===== src/cfgprg_pkg.sv =====
// constants for the configuration eeprom programmer
package cfgprg_pkg;
    localparam logic [15:0] CFGPRG_ADDR_PROG_CTRL = 16'h103B;
    localparam logic [15:0] CFGPRG_ADDR_NV_CONFIG = 16'h103F;
    localparam int          CFGPRG_BIT_PGM        = 0;
    localparam int          CFGPRG_BIT_LAT        = 1;
    localparam int          CFGPRG_BIT_ERASE      = 2;
    localparam int          CFGPRG_BIT_EE_ENABLE  = 0;
    localparam int          CFGPRG_BIT_NOWD       = 2;
    localparam int          CFGPRG_BIT_SEC        = 3;
    localparam logic [7:0]  CFGPRG_ERASED         = 8'hFF;
    localparam logic [7:0]  CFGPRG_PROG_RESET     = 8'h00;
    localparam logic [7:0]  CFGPRG_CFG_DEFAULT    = 8'h0F;
    localparam logic [1:0]  CFGPRG_MODE_SCHIP     = 2'h0;
    localparam logic [1:0]  CFGPRG_MODE_EXP       = 2'h1;
    localparam logic [1:0]  CFGPRG_MODE_BOOT      = 2'h2;
    localparam logic [1:0]  CFGPRG_MODE_TEST      = 2'h3;
    localparam int          CFGPRG_MEM_ERASE_CYC  = 16;
    localparam logic [3:0]  CFGPRG_MEM_ERASE_LAST = 4'hF;
endpackage


===== src/cfgprg_core.sv =====
// configuration eeprom programmer: control register, latches, reset mode and strobe pin
// Notes on behaviour
// - programming accepted only in special bootstrap or special test mode
// - eeprom enable bit zero disables eeprom; upper nibble places it
// - watchdog enabled when watchdog disable bit is zero
// - internal rom reads return rom data, ignoring external bus
// - clearing control register ends erase or write
// - stored value copied to working register only at reset
// - secured device enters only single-chip modes
// - secured with mode b low enters bootstrap, ignoring mode a
// - secured bootstrap reset erases eeprom and configuration
// - unsecured expanded reset toggles address strobe even in reset
// - secured: address strobe is high-impedance input, no toggle
// - secured bootstrap erases eeprom and ram first, then configuration
`timescale 1ns/10ps
`default_nettype none
module cfgprg_core
    import cfgprg_pkg::*;
(
    input  wire logic        mclk_in,
    input  wire logic        resetn_in,
    input  wire logic        ce_in,
    input  wire logic [15:0] addr_in,
    input  wire logic [7:0]  wdata_in,
    input  wire logic        wr_in,
    input  wire logic        rd_in,
    output logic      [7:0]  rdata_out,
    input  wire logic        mode_select_a_in,
    input  wire logic        mode_select_b_in,
    input  wire logic        rom_hit_in,
    input  wire logic [7:0]  rom_data_in,
    input  wire logic [7:0]  ext_data_in,
    output logic      [7:0]  cpu_data_out,
    output logic      [1:0]  mode_out,
    output logic             eeprom_on_out,
    output logic      [3:0]  eeprom_page_out,
    output logic             watchdog_on_out,
    output logic             secured_out,
    output logic             mem_erase_out,
    output logic             address_strobe_pin_out,
    output logic             address_strobe_pin_oe_out,
    output logic             pump_on_out
);
    typedef enum {CFGPRG_ST_IDLE, CFGPRG_ST_MEM, CFGPRG_ST_CFG, CFGPRG_ST_RUN} cfgprg_st_e;

    cfgprg_st_e  st;
    logic [7:0]  nv_cell = CFGPRG_ERASED; // cells leave the factory erased
    logic [7:0]  working;
    logic [7:0]  eeprom_program_control;
    logic [7:0]  latch_data;
    logic        latch_valid;
    logic [3:0]  erase_cnt;
    logic        special;
    logic        wr_ctrl;
    logic        wr_cfg;
    logic        sec_stored;
    logic [1:0]  next_mode;

    assign sec_stored = ~nv_cell[CFGPRG_BIT_SEC];
    assign special    = (mode_out == CFGPRG_MODE_BOOT) || (mode_out == CFGPRG_MODE_TEST);
    assign wr_ctrl    = ce_in && wr_in && (addr_in == CFGPRG_ADDR_PROG_CTRL);
    assign wr_cfg     = ce_in && wr_in && (addr_in == CFGPRG_ADDR_NV_CONFIG);

    // reset mode from pins; security forces single-chip family
    always_comb begin
        if (sec_stored) begin
            next_mode = mode_select_b_in ? CFGPRG_MODE_SCHIP : CFGPRG_MODE_BOOT;
        end else begin
            next_mode = {~mode_select_b_in, mode_select_a_in};
        end
    end

    // mode is sampled on each clock while reset is held; no reset of its own, it keeps its value after release
    always_ff @(posedge mclk_in) begin
        if (!resetn_in && ce_in) begin
            mode_out <= next_mode;
        end
    end

    // sequencer after reset: optional secured erase, then load working value
    always_ff @(posedge mclk_in or negedge resetn_in) begin
        if (!resetn_in) begin
            st        <= CFGPRG_ST_IDLE;
            erase_cnt <= 4'h0;
        end else if (ce_in) begin
            case (st)
                CFGPRG_ST_IDLE: begin
                    st <= (sec_stored && mode_out == CFGPRG_MODE_BOOT) ? CFGPRG_ST_MEM
                                                                       : CFGPRG_ST_CFG;
                end
                CFGPRG_ST_MEM: begin
                    erase_cnt <= erase_cnt + 4'h1;
                    if (erase_cnt == CFGPRG_MEM_ERASE_LAST) begin
                        st <= CFGPRG_ST_CFG;
                    end
                end
                CFGPRG_ST_CFG: st <= CFGPRG_ST_RUN;
                CFGPRG_ST_RUN: st <= CFGPRG_ST_RUN;
                default:       st <= CFGPRG_ST_IDLE;
            endcase
        end
    end

    always_ff @(posedge mclk_in or negedge resetn_in) begin
        if (!resetn_in) begin
            mem_erase_out <= 1'b0;
        end else if (ce_in) begin
            mem_erase_out <= (st == CFGPRG_ST_MEM) && (erase_cnt != CFGPRG_MEM_ERASE_LAST);
        end
    end

    // control register; writes refused outside special modes
    always_ff @(posedge mclk_in or negedge resetn_in) begin
        if (!resetn_in) begin
            eeprom_program_control <= CFGPRG_PROG_RESET;
        end else if (ce_in && wr_ctrl && special && st == CFGPRG_ST_RUN) begin
            eeprom_program_control <= wdata_in;
        end
    end

    // programming latches capture config writes while latch bit set and program bit clear
    always_ff @(posedge mclk_in or negedge resetn_in) begin
        if (!resetn_in) begin
            latch_data  <= CFGPRG_ERASED;
            latch_valid <= 1'b0;
        end else if (ce_in) begin
            if (!eeprom_program_control[CFGPRG_BIT_LAT]) begin
                latch_valid <= 1'b0;
            end else if (wr_cfg && !eeprom_program_control[CFGPRG_BIT_PGM]) begin
                latch_data  <= wdata_in;
                latch_valid <= 1'b1;
            end
        end
    end

    // nonvolatile cell: no reset, it survives reset by nature
    // erase drives all ones; a write can only clear bits, as a real cell does
    always_ff @(posedge mclk_in) begin
        if (ce_in) begin
            // wiped on the last erase step, so the load that follows sees ones
            if (st == CFGPRG_ST_MEM && erase_cnt == CFGPRG_MEM_ERASE_LAST) begin
                nv_cell <= CFGPRG_ERASED;
            end else if (eeprom_program_control[CFGPRG_BIT_PGM] && latch_valid) begin
                if (eeprom_program_control[CFGPRG_BIT_ERASE]) begin
                    nv_cell <= CFGPRG_ERASED;
                end else begin
                    nv_cell <= nv_cell & latch_data;
                end
            end
        end
    end

    always_ff @(posedge mclk_in or negedge resetn_in) begin
        if (!resetn_in) begin
            pump_on_out <= 1'b0;
        end else if (ce_in) begin
            pump_on_out <= eeprom_program_control[CFGPRG_BIT_PGM];
        end
    end

    // working copy loaded once per reset
    always_ff @(posedge mclk_in or negedge resetn_in) begin
        if (!resetn_in) begin
            working <= CFGPRG_CFG_DEFAULT;
        end else if (ce_in && st == CFGPRG_ST_CFG) begin
            working <= nv_cell;
        end
    end

    always_ff @(posedge mclk_in or negedge resetn_in) begin
        if (!resetn_in) begin
            eeprom_on_out   <= 1'b0;
            eeprom_page_out <= 4'h0;
            watchdog_on_out <= 1'b0;
            secured_out     <= 1'b0;
        end else if (ce_in) begin
            eeprom_on_out   <= working[CFGPRG_BIT_EE_ENABLE];
            eeprom_page_out <= working[7:4];
            watchdog_on_out <= ~working[CFGPRG_BIT_NOWD];
            secured_out     <= ~working[CFGPRG_BIT_SEC];
        end
    end

    // address strobe toggles during reset too, hence no reset on it
    always_ff @(posedge mclk_in) begin
        if (ce_in) begin
            if (!sec_stored && mode_out == CFGPRG_MODE_EXP) begin
                address_strobe_pin_out    <= ~address_strobe_pin_out;
                address_strobe_pin_oe_out <= 1'b1;
            end else begin
                address_strobe_pin_out    <= 1'b0;
                address_strobe_pin_oe_out <= 1'b0;
            end
        end
    end

    always_ff @(posedge mclk_in or negedge resetn_in) begin
        if (!resetn_in) begin
            cpu_data_out <= 8'h00;
        end else if (ce_in) begin
            cpu_data_out <= rom_hit_in ? rom_data_in : ext_data_in;
        end
    end

    always_ff @(posedge mclk_in or negedge resetn_in) begin
        if (!resetn_in) begin
            rdata_out <= 8'h00;
        end else if (ce_in) begin
            if (rd_in && addr_in == CFGPRG_ADDR_PROG_CTRL) begin
                rdata_out <= eeprom_program_control;
            end else if (rd_in && addr_in == CFGPRG_ADDR_NV_CONFIG) begin
                rdata_out <= working;
            end else begin
                rdata_out <= 8'h00;
            end
        end
    end

    AST_REFUSE_NORMAL: assert property (@(posedge mclk_in) disable iff (!resetn_in)
        (ce_in && wr_ctrl && !special) |=> $stable(eeprom_program_control))
        else $error("control written in normal mode");

    AST_PUMP_OFF: assert property (@(posedge mclk_in) disable iff (!resetn_in)
        (ce_in && wr_ctrl && special && st == CFGPRG_ST_RUN && wdata_in == 8'h00)
            |=> ##1 !pump_on_out)
        else $error("pump stays on after clear");

    AST_WORKING_HOLD: assert property (@(posedge mclk_in) disable iff (!resetn_in)
        (st == CFGPRG_ST_RUN && $past(st) == CFGPRG_ST_RUN) |-> $stable(working))
        else $error("working value changed after reset");

    AST_WATCHDOG: assert property (@(posedge mclk_in) disable iff (!resetn_in)
        (ce_in && $past(ce_in)) |-> ##0 (watchdog_on_out == ~$past(working[CFGPRG_BIT_NOWD])))
        else $error("watchdog enable wrong");

    AST_EEPROM_PAGE: assert property (@(posedge mclk_in) disable iff (!resetn_in)
        ce_in |=> (eeprom_page_out == $past(working[7:4]) || !$past(ce_in)))
        else $error("eeprom page wrong");

    AST_SECURE_MODE: assert property (@(posedge mclk_in) disable iff (!resetn_in)
        secured_out |-> (mode_out == CFGPRG_MODE_SCHIP || mode_out == CFGPRG_MODE_BOOT))
        else $error("secured part in expanded mode");

    AST_STROBE_QUIET: assert property (@(posedge mclk_in) disable iff (!resetn_in)
        secured_out |-> !address_strobe_pin_oe_out)
        else $error("strobe driven while secured");

    AST_ROM_DATA: assert property (@(posedge mclk_in) disable iff (!resetn_in)
        (ce_in && rom_hit_in) |=> (cpu_data_out == $past(rom_data_in)))
        else $error("rom data not returned");

    AST_LATCH: assert property (@(posedge mclk_in) disable iff (!resetn_in)
        (ce_in && wr_cfg && eeprom_program_control[CFGPRG_BIT_LAT]
            && !eeprom_program_control[CFGPRG_BIT_PGM]) |=> (latch_data == $past(wdata_in)))
        else $error("latch did not capture");

    AST_BOOT_ERASE: assert property (@(posedge mclk_in) disable iff (!resetn_in)
        (ce_in && st == CFGPRG_ST_MEM && erase_cnt == CFGPRG_MEM_ERASE_LAST)
            |=> (nv_cell == CFGPRG_ERASED))
        else $error("secured boot did not erase");

    AST_STROBE_TOGGLE: assert property (@(posedge mclk_in) disable iff (!resetn_in)
        (ce_in && !sec_stored && mode_out == CFGPRG_MODE_EXP)
            |=> (address_strobe_pin_oe_out
                 && address_strobe_pin_out != $past(address_strobe_pin_out)))
        else $error("strobe not toggling");

    AST_MEM_BEFORE_CFG: assert property (@(posedge mclk_in) disable iff (!resetn_in)
        (st == CFGPRG_ST_CFG) |-> !mem_erase_out)
        else $error("memory erase still running at config load");

    AST_ERASE_PULSE: assert property (@(posedge mclk_in) disable iff (!resetn_in)
        (ce_in && st == CFGPRG_ST_MEM && erase_cnt == 4'h0) |=> mem_erase_out)
        else $error("memory erase did not start");

    AST_LATCH_FROZEN: assert property (@(posedge mclk_in) disable iff (!resetn_in)
        (ce_in && eeprom_program_control[CFGPRG_BIT_PGM]) |=> $stable(latch_data))
        else $error("latch changed while programming");

    AST_WORKING_LOAD: assert property (@(posedge mclk_in) disable iff (!resetn_in)
        (ce_in && st == CFGPRG_ST_CFG) |=> (working == $past(nv_cell)))
        else $error("working value not loaded from cell");

    AST_CTRL_LOAD: assert property (@(posedge mclk_in) disable iff (!resetn_in)
        (wr_ctrl && special && st == CFGPRG_ST_RUN)
            |=> (eeprom_program_control == $past(wdata_in)))
        else $error("control write lost in special mode");

    AST_NV_HOLD: assert property (@(posedge mclk_in) disable iff (!resetn_in)
        (ce_in && st == CFGPRG_ST_RUN && !eeprom_program_control[CFGPRG_BIT_PGM])
            |=> $stable(nv_cell))
        else $error("cell changed with programming off");

    AST_MODE_HOLD: assert property (@(posedge mclk_in) disable iff (!resetn_in)
        (st == CFGPRG_ST_RUN) |-> $stable(mode_out))
        else $error("mode changed outside reset");
endmodule // cfgprg_core
`default_nettype wire


===== config.mk =====
export PLATFORM = sky130hd
export DESIGN_NAME = cfgprg_core
export DESIGN_NICKNAME = d
export VERILOG_FILES = /design/src/cfgprg_pkg.sv /design/src/cfgprg_core.sv
export SDC_FILE = /design/constraint.sdc
export NUM_CORES = 1
export LEC_CHECK = 0
export BUFFER_PORTS_ARGS = -buffer_cell sky130_fd_sc_hd__buf_2
export CAP_MARGIN = 20
export CELL_PAD_IN_SITES_DETAIL_PLACEMENT = 0
export CELL_PAD_IN_SITES_GLOBAL_PLACEMENT = 1
export CORE_MARGIN = 1
export CORE_UTILIZATION = 44
export CTS_CLUSTER_DIAMETER = 60
export DETAILED_ROUTE_END_ITERATION = 8
export GPL_TIMING_DRIVEN = 0
export PLACE_DENSITY = 0.86
export SETUP_SLACK_MARGIN = 0.4
export SYNTH_ARGS = -nofsm -noshare
export SYNTH_HDL_FRONTEND = slang
export SYNTH_SLANG_ARGS = --single-unit

===== constraint.sdc =====
create_clock -name mclk_in -period 5.2 [get_ports mclk_in]
set_clock_uncertainty 0.1 [all_clocks]
set_input_delay 0.26 -clock mclk_in [delete_from_list [all_inputs] [get_ports mclk_in]]
set_output_delay 0.26 -clock mclk_in [all_outputs]
set_load 0.05 [all_outputs]

; ---- Word-level counts from Yosys, hierarchy flattened
; Cells that the tools add are included.
[op_classes]
n_reduce_logical = 27
add_sub_neg = 1
n_mux = 13
eq_ne = 15
bitwise_logic = 6
[ops]
columns = cell, count
row1 = $eq 32x2->1 const B, 3
row2 = $pmux 32 s3, 1
row3 = $eq 32x3->1 const B, 2
row4 = $mux 8, 5
row5 = $eq 16x13->1 const B, 2
row6 = $eq 32x1->1 const B, 1
row7 = $logic_not 32->1, 1
row8 = $mux 32, 1
row9 = $logic_and 1x1->1, 16
row10 = $and 8x8->8, 1
row11 = $reduce_and 2->1, 4
row12 = $mux 2, 3
row13 = $not 1->1, 5
row14 = $add 4x1->4 const B, 1
row15 = $eq 2x2->1 const B, 2
row16 = $eq 4x4->1 const B, 1
row17 = $ne 4x4->1 const B, 1
row18 = $mux 1, 3
row19 = $reduce_and 3->1, 1
row20 = $eq 2x1->1 const B, 1
row21 = $logic_not 1->1, 2
row22 = $ne 2x1->1 const B, 1
row23 = $ne 2x2->1 const B, 1
row24 = $reduce_bool 2->1, 1
row25 = 2 further kinds, 2
[totals]
register_bits = 98

; ---- Depth between registers and ports, before layout
[logic_depth]
word_depth = 5
mapped_depth = 5
mapped_depth_nobuf = 5

; ---- Worst setup path after synthesis
; Ideal clock, no wire load.
[synth_timing]
kind = input to register
from = input addr_in[9]
to = register latch_data[0]
path_slack_ns = 3.081
path_stages = 4
setup_ns = 0.082
t_arrival_ns = 1.937
path_buffers = 0
required_ns = 5.018
cell_sequence = or4_2 nor4_2 nor4b_4 mux2_2
[synth_between]
elab_chain_cells = 4
[synth_lines]
columns = element, line_no
row1 = start: declaration, cfgprg_core.sv:23  ; input wire logic [15:0] addr_in,
row2 = $eq 16x13->1, cfgprg_core.sv:62  ; assign wr_cfg = ce_in && wr_in && (addr_in == CFGPRG_ADDR_NV_CONFIG);
row3 = $logic_and 1x1->1, cfgprg_core.sv:62
row4 = $logic_and 1x1->1, cfgprg_core.sv:129  ; end else if (wr_cfg && !eeprom_program_control[CFGPRG_BIT_PGM]) begin
row5 = $reduce_and 3->1 (no source line), -
row6 = end signal: assignment, cfgprg_core.sv:130  ; latch_data <= wdata_in;
row7 = end: declaration, cfgprg_core.sv:50  ; logic [7:0] latch_data;
; Every way passes these cells.
; A chain may end at the register's enable or synchronous reset.

; ---- Final worst setup path
[layout_timing]
from = input addr_in[9]
to = register latch_data[7]
; Same word-level chain as after synthesis.

==> metrics.txt <==
final period utilization=41.5%; antenna viol nets, final=0; initial antenna violation count=0; CTS root buffer=clkbuf_8; global route overflow=0; Rel. slew slack=44.7%; CTS Buf Count=9; final instance area=0.00357 mm²; Leak Pwr=1.71 nW; die area=0.00688 mm²; Mapped Area=0.00288 mm²; flop-to-flop setup slack=3210 ps; Switching Fraction=28.6%; met3 wire length=237 µm; Avg Inst Size Synth=13.2 µm²; row count=29; dominant synthesized flop cell=dfrtp_1; number of vias in the routed layout=2,000; Setup Fix Bufs, Post-CTS=0; vias in the first global route=1,924; worst-path fanout max=9; Sw Pwr=0.351 mW; Clock Latency Late Sink=330 ps; Final min period=2160 ps; CP peak stage delay=670 ps; Die Span X=82.9 µm; setup TNS=0 ps; Core Area=0.00635 mm²; Clk pin slew, worst setup/hold paths=80 ps; combinational share of power=16.8%; routed vias/inst=5.14; worst path bufs/invs=1; DRT met1 WL=2.81 mm; Ys Warns=0; Synth top area share=38.2%; Bufs on Longest Clock Path=2; worst hold path class=in -> reg; Layout Nets=356; hold buffer count at CTS=1; unrepaired setup endpoints after global routing=false; critical path depth=5; CP Cell Sequence=buf_2, or4_2, nor4_2, nor4b_4, mux2_2; f_max=463 MHz; first-pass GRT wire length=9.76 mm; starting density of the core=45.4%; Max IR drop VDD=0.221 mV; share of layout cells above drive strength 1=44.9%; Mapped Cells=219; CP startpoint kind=input port; worst-margin pin slew=829 ps; CTS tree=yes; fin. max-slew vios=0; status=completed; Fin. Hold Viols=0; WS Path Type=in -> reg; average wire per standard cell=15.2 µm; FF+latch count, synth=68; Synth Net Count=268; top layer in use=met4; initial DRC count=94; CP top delay family=simple AND/OR/NAND/NOR gates; DRT Pass-1 Iters=6; Post-synth ARST share=82.4%; All-Layer GR Usage=18.3%; worst path arrival time=2310 ps; Reg2Reg Depth=4; CTS sink cnt=68; ranking of synthesized cells by area=dfrtp_1 (38%), edfxtp_1 (13%), mux2_2 (12%); number of synthesized flops with an enable pin=12; r2r endpoint=nv_cell[1]$_SDFFCE_PP1P_; Setup crit end=latch_data[7]$_DFFE_PN1P_; GPL Wtd Cong=0.810; part of the Yosys area used for sequential elements=61.7%; area leader, netlist=dfrtp_1; max cap viols=0; Pint=0.877 mW; DR DRC count=0; # IOs=77; Setup violations, final=0; largest net degree at the start of global routing=36; hold_ws=51.1 ps; ANT cells=0; CP max stage cell=or4_2; most frequent cells in the layout=buf_2 (75), dfrtp_1 (44), mux2_2 (31), nand2_1 (20), mux2i_1 (18); CTS H-tree lvls=3; Pwr per Cell Area=344 mW/mm²; area growth from synthesis to layout=23.8%; DP HPWL=4.10 mm; DP Area=0.00337 mm²; commonest non-fill, non-tap cell in the layout=buf_2; distinct cell type count after synthesis=36; met2 WL=2.80 mm; final WL=5.93 mm; Clock power frac=33.0%; Resize count post-CTS=0; IO Port Bufs=74; worst endpoint required time=5360 ps; reg-to-reg startpoint=erase_cnt[0]$_DFFE_PN0P_; Setup crit end kind=flop; Reg power frac=50.2%; Die Span Y=82.9 µm; Fillers=546; launch point of the worst path=addr_in[9]
[worst reg2reg max path: stages (launching register included)]
cell	delay, ps
dfrtp_1	390
ha_1	180
and3_1	230
a22oi_1	90
nor2b_1	630
[worst min-delay path by stage]
stage / start / end / slack [ps] / cells past startpoint
after detailed placement: resetn_in / eeprom_page_out[2]$_DFFE_PN0P_ / 180 / 1
after floorplan: resetn_in / cpu_data_out[0]$_DFFE_PN0P_ / -140 / 0
after CTS: ce_in / address_strobe_pin_oe_out$_DFFE_PP_ / 40 / 1
after global placement: erase_cnt[3]$_DFFE_PN0P_ / erase_cnt[3]$_DFFE_PN0P_ / 360 / 1
after global routing: mode_select_b_in / mode_out[1]$_DFFE_PP_ / 50 / 2
final: ce_in / address_strobe_pin_oe_out$_DFFE_PP_ / 50 / 1
[synth_stat cells (3+ instances only)]
cell type,count
mux2_2,31
dfrtp_1,44
nand2_1,20
a21oi_1,9
edfxtp_1,12
dfstp_2,12
nor2_1,12
mux2i_1,18
clkbuf_1,5
nand3_1,3
nor2b_1,3
inv_1,12
o22ai_1,8
nand4b_1,3
[registers in the layout (all words and copies together), names as in the netlist, 2 cells and up]
| register | count |
|---|---|
| working | 8 |
| mode_out | 2 |
| erase_cnt | 4 |
| latch_data | 8 |
| eeprom_program_control | 8 |
| eeprom_page_out | 4 |
| nv_cell | 8 |
| rdata_out | 8 |
| st | 2 |
| cpu_data_out | 8 |
[power by group through the flow]
stage                     sequential (mW)  clock (mW)  combinational (mW)
after floorplan                     0.703           0              0.0614
after global placement              0.625           0               0.202
after detailed placement            0.627           0               0.207
after CTS                           0.617       0.412               0.208
after global routing                0.623       0.437               0.222
final                               0.617       0.405               0.206
[routing by layer]
layer,vias to the layer above,GRT usage [%]
met2,52,28.5
met1,987,25.5
met5,-,0
met3,7,3.78
li1,954,-
met4,0,6.90
[per-stage QoR]
step           power [mW]  cells  utilization [%]  worst slack, ps
2_1_floorplan       0.764    219                -             3080
3_3_place_gp        0.826    370             52.7             2640
3_5_place_dp        0.834    371             53.0             2650
4_1_cts              1.24    388             56.1             2980
5_1_grt              1.28    389             56.2             2960
6_report             1.23    389             56.2             3040
[cell families (layout without fill, tap and decap cells)]
family	Yosys count	count (layout)	synth area share, %
buffers and inverters	19	112	2.52
xor gates and xnor gates	3	3	0.912
and+or+nand+nor	57	57	11.6
DFF	68	68	61.7
adders and majority gates	1	1	0.434
AOI/OAI and AO/OA	22	22	4.56
muxes	49	49	18.4
[area by class of cell]
| class | count | area (µm²) | share of cell area (%) |
|---|---|---|---|
| clock buffer | 10 | 128 | 3.58 |
| multi-input combinational | 132 | 1030 | 28.9 |
| tap | 77 | 96.3 | 2.70 |
| timing repair buffer | 77 | 408 | 11.4 |
| inverter | 12 | 45.0 | 1.26 |
| clock inverter | 6 | 55.1 | 1.54 |
| sequential | 68 | 1780 | 49.8 |
| buffer | 7 | 27.5 | 0.771 |
No activity file was read; power rests on OpenSTA's default activity.
